<file path="src/mem_type_pkg.sv">
// constants for the memory type range map: register selects, field layout, encodings
// assumes a 64-bit register write port driven by privileged software
package mem_type_pkg;
  localparam int data_w = 64;
  localparam int type_w = 8;
  localparam int fixed_regs = 11;
  localparam int var_pairs = 8;
  localparam int addr_w_default = 36;
  // register select codes on the register port
  localparam logic [4:0] sel_default_type = 5'h00;
  localparam logic [4:0] sel_fixed_first = 5'h01;
  localparam logic [4:0] sel_fixed_last = 5'h0b;
  localparam logic [4:0] sel_var_first = 5'h10;
  localparam logic [4:0] sel_var_last = 5'h1f;
  // default-type register layout
  localparam int fixed_map_on_bit = 10;
  localparam int global_switch_bit = 11;
  // variable pair layout
  localparam int pair_in_use_bit = 11;
  localparam int page_shift = 12;
  // fixed range windows
  localparam int span_64k_shift = 16;
  localparam int span_16k_shift = 14;
  localparam int span_4k_shift = 12;
  localparam logic [19:0] fixed_16k_start = 20'h80000;
  localparam logic [19:0] fixed_4k_start = 20'hc0000;
  localparam int fixed_16k_reg0 = 1;
  localparam int fixed_4k_reg0 = 3;
  localparam int first_mb_shift = 20;
  // memory type encodings
  localparam logic [7:0] type_no_caching = 8'h00;
  localparam logic [7:0] type_write_combining = 8'h01;
  localparam logic [7:0] type_write_through = 8'h04;
  localparam logic [7:0] type_write_protected = 8'h05;
  localparam logic [7:0] type_write_back = 8'h06;
endpackage

</file>
<file path="src/memory_type_range_map.sv">
// memory type range map: default, fixed and variable ranges with type lookup
// assumes a privileged register write/read port and a core address lookup port, one clock
`timescale 1ns/10ps

module memory_type_range_map #(
  parameter int phys_addr_width = mem_type_pkg::addr_w_default
) (
  input wire logic clk,
  input wire logic rst_n,
  input wire logic reg_wr,
  input wire logic reg_rd,
  input wire logic [4:0] reg_sel,
  input wire logic [63:0] reg_wdata,
  output logic [63:0] reg_rdata,
  output logic reg_fault,
  input wire logic [phys_addr_width-1:0] lookup_addr,
  output logic [7:0] lookup_type
);
  localparam int field_w = phys_addr_width - mem_type_pkg::page_shift;
  // eight type bytes per fixed register, so three address bits pick the byte
  localparam int lanes = mem_type_pkg::data_w / mem_type_pkg::type_w;
  localparam int lane_sel_w = $clog2(lanes);
  // address bit that picks the upper 16K register of the pair
  localparam int reg16_bit = mem_type_pkg::span_16k_shift + lane_sel_w;
  // lowest address bit and width of the 4K register index
  localparam int reg4_lsb = mem_type_pkg::span_4k_shift + lane_sel_w;
  localparam int reg4_sel_w = $clog2(mem_type_pkg::fixed_regs - mem_type_pkg::fixed_4k_reg0);
  // select layout of the pairs: base/mask bit at the bottom, pair index above
  localparam int sel_mask_bit = 0;
  localparam int sel_pair_lsb = 1;
  localparam int sel_pair_w = $clog2(mem_type_pkg::var_pairs);

  typedef enum logic [1:0] {
    grp_default = 2'b00,
    grp_fixed = 2'b01,
    grp_var = 2'b10,
    grp_none = 2'b11
  } reg_group_t;

  // register state
  logic [7:0] def_type_q, def_type_d;
  logic fixed_map_on_q, fixed_map_on_d;
  logic global_switch_q, global_switch_d;
  logic [63:0] fixed_q [mem_type_pkg::fixed_regs];
  logic [63:0] fixed_d [mem_type_pkg::fixed_regs];
  logic [field_w-1:0] base_q [mem_type_pkg::var_pairs];
  logic [field_w-1:0] base_d [mem_type_pkg::var_pairs];
  logic [7:0] vtype_q [mem_type_pkg::var_pairs];
  logic [7:0] vtype_d [mem_type_pkg::var_pairs];
  logic [field_w-1:0] mask_q [mem_type_pkg::var_pairs];
  logic [field_w-1:0] mask_d [mem_type_pkg::var_pairs];
  logic in_use_q [mem_type_pkg::var_pairs];
  logic in_use_d [mem_type_pkg::var_pairs];
  logic [63:0] rdata_d;
  logic fault_d;

  reg_group_t grp;
  logic [3:0] fix_idx;
  logic [2:0] pair_idx;
  logic is_mask;
  logic types_legal;
  logic def_legal;
  logic [63:0] def_resv_mask;
  logic [63:0] base_resv_mask;
  logic [63:0] mask_resv_mask;
  logic write_ok;

  // decode the register select
  // selects between the fixed and the variable groups stay unmapped and fault
  always_comb begin
    grp = grp_none;
    fix_idx = 4'h0;
    pair_idx = reg_sel[sel_pair_lsb +: sel_pair_w];
    is_mask = reg_sel[sel_mask_bit];
    if (reg_sel == mem_type_pkg::sel_default_type) begin
      grp = grp_default;
    end else if (reg_sel >= mem_type_pkg::sel_fixed_first && reg_sel <= mem_type_pkg::sel_fixed_last) begin
      grp = grp_fixed;
      fix_idx = 4'(reg_sel - mem_type_pkg::sel_fixed_first);
    end else if (reg_sel >= mem_type_pkg::sel_var_first && reg_sel <= mem_type_pkg::sel_var_last) begin
      grp = grp_var;
    end
  end

  // byte-lane legality of the written type fields
  type_field_check #(
    .fields(lanes)
  ) u_check (
    .value(reg_wdata),
    .all_legal(types_legal)
  );

  // reserved bit masks: ones mark bits that must be written as zero
  always_comb begin
    def_resv_mask = ~64'h0;
    def_resv_mask[mem_type_pkg::type_w-1:0] = '0;
    def_resv_mask[mem_type_pkg::fixed_map_on_bit] = 1'b0;
    def_resv_mask[mem_type_pkg::global_switch_bit] = 1'b0;
    base_resv_mask = ~64'h0;
    base_resv_mask[mem_type_pkg::type_w-1:0] = '0;
    base_resv_mask[phys_addr_width-1:mem_type_pkg::page_shift] = '0;
    mask_resv_mask = ~64'h0;
    mask_resv_mask[mem_type_pkg::pair_in_use_bit] = 1'b0;
    mask_resv_mask[phys_addr_width-1:mem_type_pkg::page_shift] = '0;
  end

  // only the low byte needs checking for the default and base registers
  type_field_check #(
    .fields(1)
  ) u_check_low (
    .value(reg_wdata[7:0]),
    .all_legal(def_legal)
  );

  // a write either completes or faults
  // a faulting write leaves every register untouched
  always_comb begin
    write_ok = 1'b0;
    unique case (grp)
      grp_default: begin
        write_ok = def_legal && ((reg_wdata & def_resv_mask) == 64'h0);
      end
      grp_fixed: begin
        write_ok = types_legal;
      end
      grp_var: begin
        if (is_mask) begin
          write_ok = (reg_wdata & mask_resv_mask) == 64'h0;
        end else begin
          write_ok = def_legal && ((reg_wdata & base_resv_mask) == 64'h0);
        end
      end
      grp_none: begin
        write_ok = 1'b0;
      end
    endcase
  end

  // next register values and read data
  // reads of unmapped selects fault and return zero
  always_comb begin
    def_type_d = def_type_q;
    fixed_map_on_d = fixed_map_on_q;
    global_switch_d = global_switch_q;
    fixed_d = fixed_q;
    base_d = base_q;
    vtype_d = vtype_q;
    mask_d = mask_q;
    in_use_d = in_use_q;
    rdata_d = 64'h0;
    fault_d = 1'b0;
    if (reg_wr) begin
      fault_d = !write_ok;
      if (write_ok) begin
        unique case (grp)
          grp_default: begin
            def_type_d = reg_wdata[7:0];
            fixed_map_on_d = reg_wdata[mem_type_pkg::fixed_map_on_bit];
            global_switch_d = reg_wdata[mem_type_pkg::global_switch_bit];
          end
          grp_fixed: begin
            fixed_d[fix_idx] = reg_wdata;
          end
          grp_var: begin
            if (is_mask) begin
              mask_d[pair_idx] = reg_wdata[phys_addr_width-1:mem_type_pkg::page_shift];
              in_use_d[pair_idx] = reg_wdata[mem_type_pkg::pair_in_use_bit];
            end else begin
              base_d[pair_idx] = reg_wdata[phys_addr_width-1:mem_type_pkg::page_shift];
              vtype_d[pair_idx] = reg_wdata[7:0];
            end
          end
          grp_none: begin
          end
        endcase
      end
    end else if (reg_rd) begin
      unique case (grp)
        grp_default: begin
          rdata_d[7:0] = def_type_q;
          rdata_d[mem_type_pkg::fixed_map_on_bit] = fixed_map_on_q;
          rdata_d[mem_type_pkg::global_switch_bit] = global_switch_q;
        end
        grp_fixed: begin
          rdata_d = fixed_q[fix_idx];
        end
        grp_var: begin
          if (is_mask) begin
            rdata_d[phys_addr_width-1:mem_type_pkg::page_shift] = mask_q[pair_idx];
            rdata_d[mem_type_pkg::pair_in_use_bit] = in_use_q[pair_idx];
          end else begin
            rdata_d[phys_addr_width-1:mem_type_pkg::page_shift] = base_q[pair_idx];
            rdata_d[7:0] = vtype_q[pair_idx];
          end
        end
        grp_none: begin
          fault_d = 1'b1;
        end
      endcase
    end
  end

  // register stage; only the global switch, the in-use bits, read data and fault are reset, the rest keep undefined contents
  // software must program every field before it sets the global switch;
  // until then lookup answers no_caching and never sees the stale contents
  always_ff @(posedge clk) begin
    if (!rst_n) begin
      global_switch_q <= 1'b0;
      in_use_q <= '{default: 1'b0};
      reg_rdata <= 64'h0;
      reg_fault <= 1'b0;
    end else begin
      global_switch_q <= global_switch_d;
      in_use_q <= in_use_d;
      reg_rdata <= rdata_d;
      reg_fault <= fault_d;
    end
    def_type_q <= def_type_d;
    fixed_map_on_q <= fixed_map_on_d;
    fixed_q <= fixed_d;
    base_q <= base_d;
    vtype_q <= vtype_d;
    mask_q <= mask_d;
  end

  // per-pair match against the masked base
  // a pair not in use is gated first, so its undefined fields never matter
  logic [mem_type_pkg::var_pairs-1:0] hit;
  genvar p;
  generate
    for (p = 0; p < mem_type_pkg::var_pairs; p++) begin : g_pair
      assign hit[p] = in_use_q[p] &&
        ((lookup_addr[phys_addr_width-1:mem_type_pkg::page_shift] & mask_q[p]) ==
         (base_q[p] & mask_q[p]));
    end
  endgenerate

  // fixed range selection within the first megabyte
  // addresses at or above one megabyte never reach the fixed table,
  // so the byte picked here is only used when in_first_mb is set
  logic in_first_mb;
  logic [3:0] f_reg;
  logic [2:0] f_byte;
  logic [19:0] low_addr;
  logic [7:0] fixed_type;

  always_comb begin
    low_addr = lookup_addr[mem_type_pkg::first_mb_shift-1:0];
    in_first_mb = (lookup_addr >> mem_type_pkg::first_mb_shift) == '0;
    if (low_addr < mem_type_pkg::fixed_16k_start) begin
      f_reg = 4'h0;
      f_byte = low_addr[mem_type_pkg::span_64k_shift +: lane_sel_w];
    end else if (low_addr < mem_type_pkg::fixed_4k_start) begin
      f_reg = 4'(mem_type_pkg::fixed_16k_reg0 + int'(low_addr[reg16_bit]));
      f_byte = low_addr[mem_type_pkg::span_16k_shift +: lane_sel_w];
    end else begin
      f_reg = 4'(mem_type_pkg::fixed_4k_reg0 + int'(low_addr[reg4_lsb +: reg4_sel_w]));
      f_byte = low_addr[mem_type_pkg::span_4k_shift +: lane_sel_w];
    end
    fixed_type = fixed_q[f_reg][f_byte*mem_type_pkg::type_w +: mem_type_pkg::type_w];
  end

  // combine matching variable pairs
  // pairs are scanned from zero, so first_type is the lowest matching pair
  logic any_hit;
  logic any_uc;
  logic any_wt;
  logic all_same;
  logic [7:0] first_type;

  always_comb begin
    any_hit = 1'b0;
    any_uc = 1'b0;
    any_wt = 1'b0;
    all_same = 1'b1;
    first_type = mem_type_pkg::type_no_caching;
    for (int i = 0; i < mem_type_pkg::var_pairs; i++) begin
      if (hit[i]) begin
        if (!any_hit) begin
          first_type = vtype_q[i];
        end else if (vtype_q[i] != first_type) begin
          all_same = 1'b0;
        end
        any_hit = 1'b1;
        any_uc = any_uc | (vtype_q[i] == mem_type_pkg::type_no_caching);
        any_wt = any_wt | (vtype_q[i] == mem_type_pkg::type_write_through);
      end
    end
  end

  // final precedence, answered in the same cycle
  // global switch off wins over everything, fixed enable included;
  // then the fixed table inside the first megabyte, then the pairs;
  // overlaps with no defined outcome fall back to the lowest pair
  always_comb begin
    if (!global_switch_q) begin
      lookup_type = mem_type_pkg::type_no_caching;
    end else if (fixed_map_on_q && in_first_mb) begin
      lookup_type = fixed_type;
    end else if (any_hit) begin
      if (any_uc) begin
        lookup_type = mem_type_pkg::type_no_caching;
      end else if (all_same) begin
        lookup_type = first_type;
      end else if (any_wt) begin
        lookup_type = mem_type_pkg::type_write_through;
      end else begin
        lookup_type = first_type;
      end
    end else begin
      lookup_type = def_type_q;
    end
  end
endmodule

</file>
<file path="src/type_field_check.sv">
// legality checker for memory type encodings, one per byte of a register
// assumes nothing beyond combinational inputs
`timescale 1ns/10ps
module type_field_check #(
  parameter int fields = 8
) (
  input wire logic [fields*8-1:0] value,
  output logic all_legal
);
  logic [fields-1:0] ok;

  // one checker per byte lane
  genvar g;
  generate
    for (g = 0; g < fields; g++) begin : g_lane
      logic [7:0] t;
      assign t = value[g*8 +: 8];
      assign ok[g] = (t == mem_type_pkg::type_no_caching) || (t == mem_type_pkg::type_write_combining) ||
                     (t == mem_type_pkg::type_write_through) || (t == mem_type_pkg::type_write_protected) ||
                     (t == mem_type_pkg::type_write_back);
    end
  endgenerate

  assign all_legal = &ok;
endmodule

</file>
<file path="config.mk">
export PLATFORM = sky130hd
export DESIGN_NAME = memory_type_range_map
export DESIGN_NICKNAME = d
export VERILOG_FILES = /design/src/mem_type_pkg.sv /design/src/memory_type_range_map.sv /design/src/type_field_check.sv
export SDC_FILE = /design/constraint.sdc
export NUM_CORES = 2
export LEC_CHECK = 0
export ABC_AREA = 0
export CORE_UTILIZATION = 30
export CTS_CLUSTER_SIZE = 20
export DETAILED_ROUTE_END_ITERATION = 10
export DONT_BUFFER_PORTS = 1
export GPL_TIMING_DRIVEN = 1
export PLACE_DENSITY = 0.5
export SLEW_MARGIN = 40
export SYNTH_ARGS = -nofsm -noshare
export SYNTH_HDL_FRONTEND = slang
export SYNTH_SLANG_ARGS = --single-unit
</file>
<file path="constraint.sdc">
create_clock -name clk -period 7.6 [get_ports clk]
set_clock_uncertainty 0.1 [all_clocks]
set_input_delay 0 -clock clk [delete_from_list [all_inputs] [get_ports clk]]
set_output_delay 0 -clock clk [all_outputs]
set_load 0.005 [all_outputs]
</file>
==> impl_results.md <==
- Final ANT Viol Nets: 0
- Final #Nets: 5,668
- CP Buf/Inv Count: 0
- First-pass DRT Iterations: 10
- Tot Pwr: 16.29 mW
- Fin Setup TNS: 0 ns
- CTS tree: built
- R2r setup slk: 4.58 ns
- Peak supply drop: 0.0002435 V
- Detailed placement HPWL: 177,700 µm
- Seq pwr share: 0.457
- Worst Max-Slew Pin Slew: 1.176 ns
- Largest net degree at the start of global routing: 119
- CP max-delay cell: or4_4
- NetSw: 4.247 mW
- DRT iter0 DRCs: 7,818
- Share of layout cells above drive strength 1: 0.1056
- Outcome: finished, final reports clean
- Mapped Avg Cell Area: 11.10 µm²
- GPL Wtd Cong: 0.9717
- Die Y: 454.8 µm
- Top_reg_cell synth: edfxtp_1
- DRC viols: 0
- Final setup fails: 0
- I/O pin count: 182
- Initial antenna violation count: 47
- Mapped Cells: 5,542
- Post-layout util: 0.3539
- Routing usage on met3: 0.06072
- Leak: 23.38 nW
- RSZ-0062 raised after global routing: no
- Logic pwr share: 0.105
- Setup CP Type: reg2out
- Remaining global-route overflow: 0
- Final worst path period share: 0.7759
- Hold_sp: reg_wdata[14]
- CP endpoint kind: output port
- Critical Path AT: 5.80 ns
- Worst r2r dst: reg_rdata[25]
- CTS resizes: 0
- Post-route minimum period: 5.897 ns
- # rows: 165
- Final Slew Violations: 0
- Critical Path Max Stage Delay: 0.85 ns
- Worst-path fanout max: 20
- Smallest hold slack: 0.02803 ns
- Vias/cell: 6.175
- First-pass GRT wire length: 401,600 µm
- Internal: 12.05 mW
- DIE WIDTH: 454.8 µm
- Max-slew headroom: 0.2163
- Syn Nets: 5,662
- DRT Wirelength: 295,300 µm
- Worst path cell trace: xor2_1 > a22oi_1 > nand4_2 > or4_4 > nand3_1 > a31oi_1 > or3_1 > a32o_1 > nor4_1 > o311ai_0 > o41ai_1 > a21oi_1
- Sequential fraction of the synthesis area: 0.5909
- CTS H-tree depth: 4
- Yosys warns: 0
- Mean routed wirelength per cell: 35.17 µm
- CTS clk-pin slew, worst paths: 0.06 ns
- Core area: 202,900 µm²
- Initial Util: 0.3031
- Most common cell after layout, fill and taps aside: edfxtp_1
- Clock buffer count from CTS: 145
- Cell Area, Synth: 61,510 µm²
- Worst hold endpoint: base_q[122]
- Crit path launch type: flop
- Post-synth EDFFs: 1,161
- PD cells: 226.8 nW/µm²
- Worst Hold Depth: 2
- CP top delay family: simple AND/OR/NAND/NOR gates
- Met2 usage: 0.4230
- Max Freq: 0.1696 GHz
- Vias in the first global route: 47,540
- Via count: 51,850
- CTS max path bufs: 3
- Met1 Use GR: 0.3699
- Synth cell types: 86
- Most frequent cells in the layout: edfxtp_1, nand2_1, a21oi_1, nor2_1, o21ai_0
- GRT Util Overall: 0.2778
- Worst Setup SP: base_q[156]
- Asr flop ratio synth: 0
- HP Class: in2reg
- Fraction of power spent switching nets: 0.2607
- Layout area overhead: 16.78%
- Reg-to-reg critical path startpoint: mask_q[181]
- Die area: 206,800 µm²
- Max Cap Viol: 0
- Clk_lat worst skew: 0.83 ns
- Final Hold Vio Count: 0
- Clk root buf: clkbuf_16
- Critical Path RT: 7.50 ns
- Seq cells post-synth: 1,235
- Clock share of power: 0.438
- Sink Count: 1,235
- GRT busiest layer: met2
- FF-to-FF path depth: 8
- Port Buffer Count: 0
logic make-up (layout without fill, tap and decap cells):
logic type | Yosys count | after routing | share of synthesized area
AO/OA/AOI/OAI | 1487 | 1487 | 0.1636
XOR/XNOR | 223 | 223 | 0.03176
adder cells (fa/ha/maj) | 11 | 11 | 0.002238
buffers and inverters | 495 | 617 | 0.03200
flip-flops | 1235 | 1235 | 0.5909
multiplexers | 191 | 191 | 0.03582
other | 0 | 61 | 0
AND/OR/NAND/NOR | 1900 | 1900 | 0.1437
per-stage QoR:
| stage | area [µm²] | cells | setup WS, ns |
|---|---|---|---|
| after floorplan | 61510 | 5542 | 0.9327 |
| after global placement | 64500 | 7888 | 1.845 |
| after detailed placement | 64820 | 7903 | 2.036 |
| after CTS | 71650 | 8331 | 1.877 |
| after global routing | 71780 | 8377 | 1.547 |
| final | 71830 | 8397 | 1.703 |
timing repair:
item                                   in CTS  in global routing
buffers inserted                            0                  0
endpoints found under the hold margin    1345                 60
hold buffers                              165                  3
layer usage:
metal,vias up,routed length [µm]
li1,21430,-
met5,-,141
met4,20,17730
met2,3590,130300
met1,26110,116600
met3,705,30620
power groups by stage:
stage	Clock (mW)	Sequential, mW	Combinational (mW)
2_1_floorplan	0	7.58	0.870
3_3_place_gp	0	7.58	1.36
3_5_place_dp	0	7.58	1.36
4_1_cts	7.20	7.44	1.67
5_1_grt	7.44	7.44	1.77
6_report	7.14	7.44	1.72
flip-flops by register name, summed over array words and instances (netlist names):
| signal | count |
|---|---|
| fixed_q | 704 |
| base_q | 192 |
| mask_q | 192 |
| reg_rdata | 64 |
| vtype_q | 64 |
| def_type_q | 8 |
| in_use_q | 8 |
| fixed_map_on_q | 1 |
| global_switch_q | 1 |
| reg_fault | 1 |
synthesized netlist by cell type, types with 15 or more instances:
| library cell | count | share of area |
|---|---|---|
| o211ai_1 | 27 | 0.0033 |
| mux2i_1 | 93 | 0.015 |
| a22oi_1 | 156 | 0.019 |
| dfxtp_1 | 74 | 0.024 |
| nor2_1 | 312 | 0.019 |
| a21oi_1 | 331 | 0.027 |
| and2_1 | 35 | 0.0036 |
| a311o_1 | 16 | 0.0026 |
| o31ai_1 | 19 | 0.0023 |
| o221ai_1 | 57 | 0.0081 |
| a2111oi_0 | 37 | 0.0053 |
| inv_1 | 51 | 0.0031 |
| a31oi_1 | 27 | 0.0027 |
| and3_1 | 78 | 0.0079 |
| nand2_1 | 801 | 0.049 |
| a211o_1 | 28 | 0.0040 |
| nor4_1 | 46 | 0.0047 |
| or3_1 | 105 | 0.011 |
| clkbuf_1 | 345 | 0.021 |
| nand2b_1 | 28 | 0.0028 |
| edfxtp_1 | 1161 | 0.57 |
| mux2_2 | 83 | 0.015 |
| nor2b_1 | 17 | 0.0017 |
| nor3_1 | 163 | 0.013 |
| nand4_1 | 57 | 0.0058 |
| xor2_1 | 197 | 0.028 |
| xnor2_1 | 26 | 0.0037 |
| buf_1 | 59 | 0.0036 |
| a211oi_1 | 74 | 0.0090 |
| a311oi_1 | 104 | 0.015 |
| o22a_1 | 16 | 0.0023 |
| o22ai_1 | 162 | 0.016 |
| mux4_2 | 15 | 0.0055 |
| nand3_1 | 194 | 0.016 |
| a221oi_1 | 60 | 0.0085 |
| buf_2 | 25 | 0.0020 |
| o21ai_0 | 265 | 0.022 |
how the worst max path moves through the flow:
stage / end / cells after the start
final: lookup_type[2] / 12
after global routing: lookup_type[2] / 12
after CTS: lookup_type[2] / 12
after detailed placement: fixed_q[5] / 14
after global placement: fixed_q[622] / 14
after floorplan: fixed_q[0] / 17
area by class of cell:
| cell class | instances | area [µm²] |
|---|---|---|
| Clock buffer | 181 | 3897 |
| Timing Repair Buffer | 300 | 3369 |
| Antenna cell | 61 | 152.6 |
| Tap cell | 2672 | 3343 |
| Fill cell | 19860 | 131100 |
| Sequential cell | 1235 | 36340 |
| Clock inverter | 82 | 848.3 |
| Multi-Input combinational cell | 3812 | 23660 |
| Inverter | 54 | 207.7 |
worst register-to-register path: stages (launching register included):
cell and delay (ns):
edfxtp_1 0.38, mux2_2 0.22, o22ai_1 0.09, a22o_1 0.26, a22oi_1 0.18, dlygate4sd3_1 0.57
o311ai_0 0.12, dlygate4sd3_1 0.60, a21oi_1 0.35
Power figures use the tool's default switching activity.
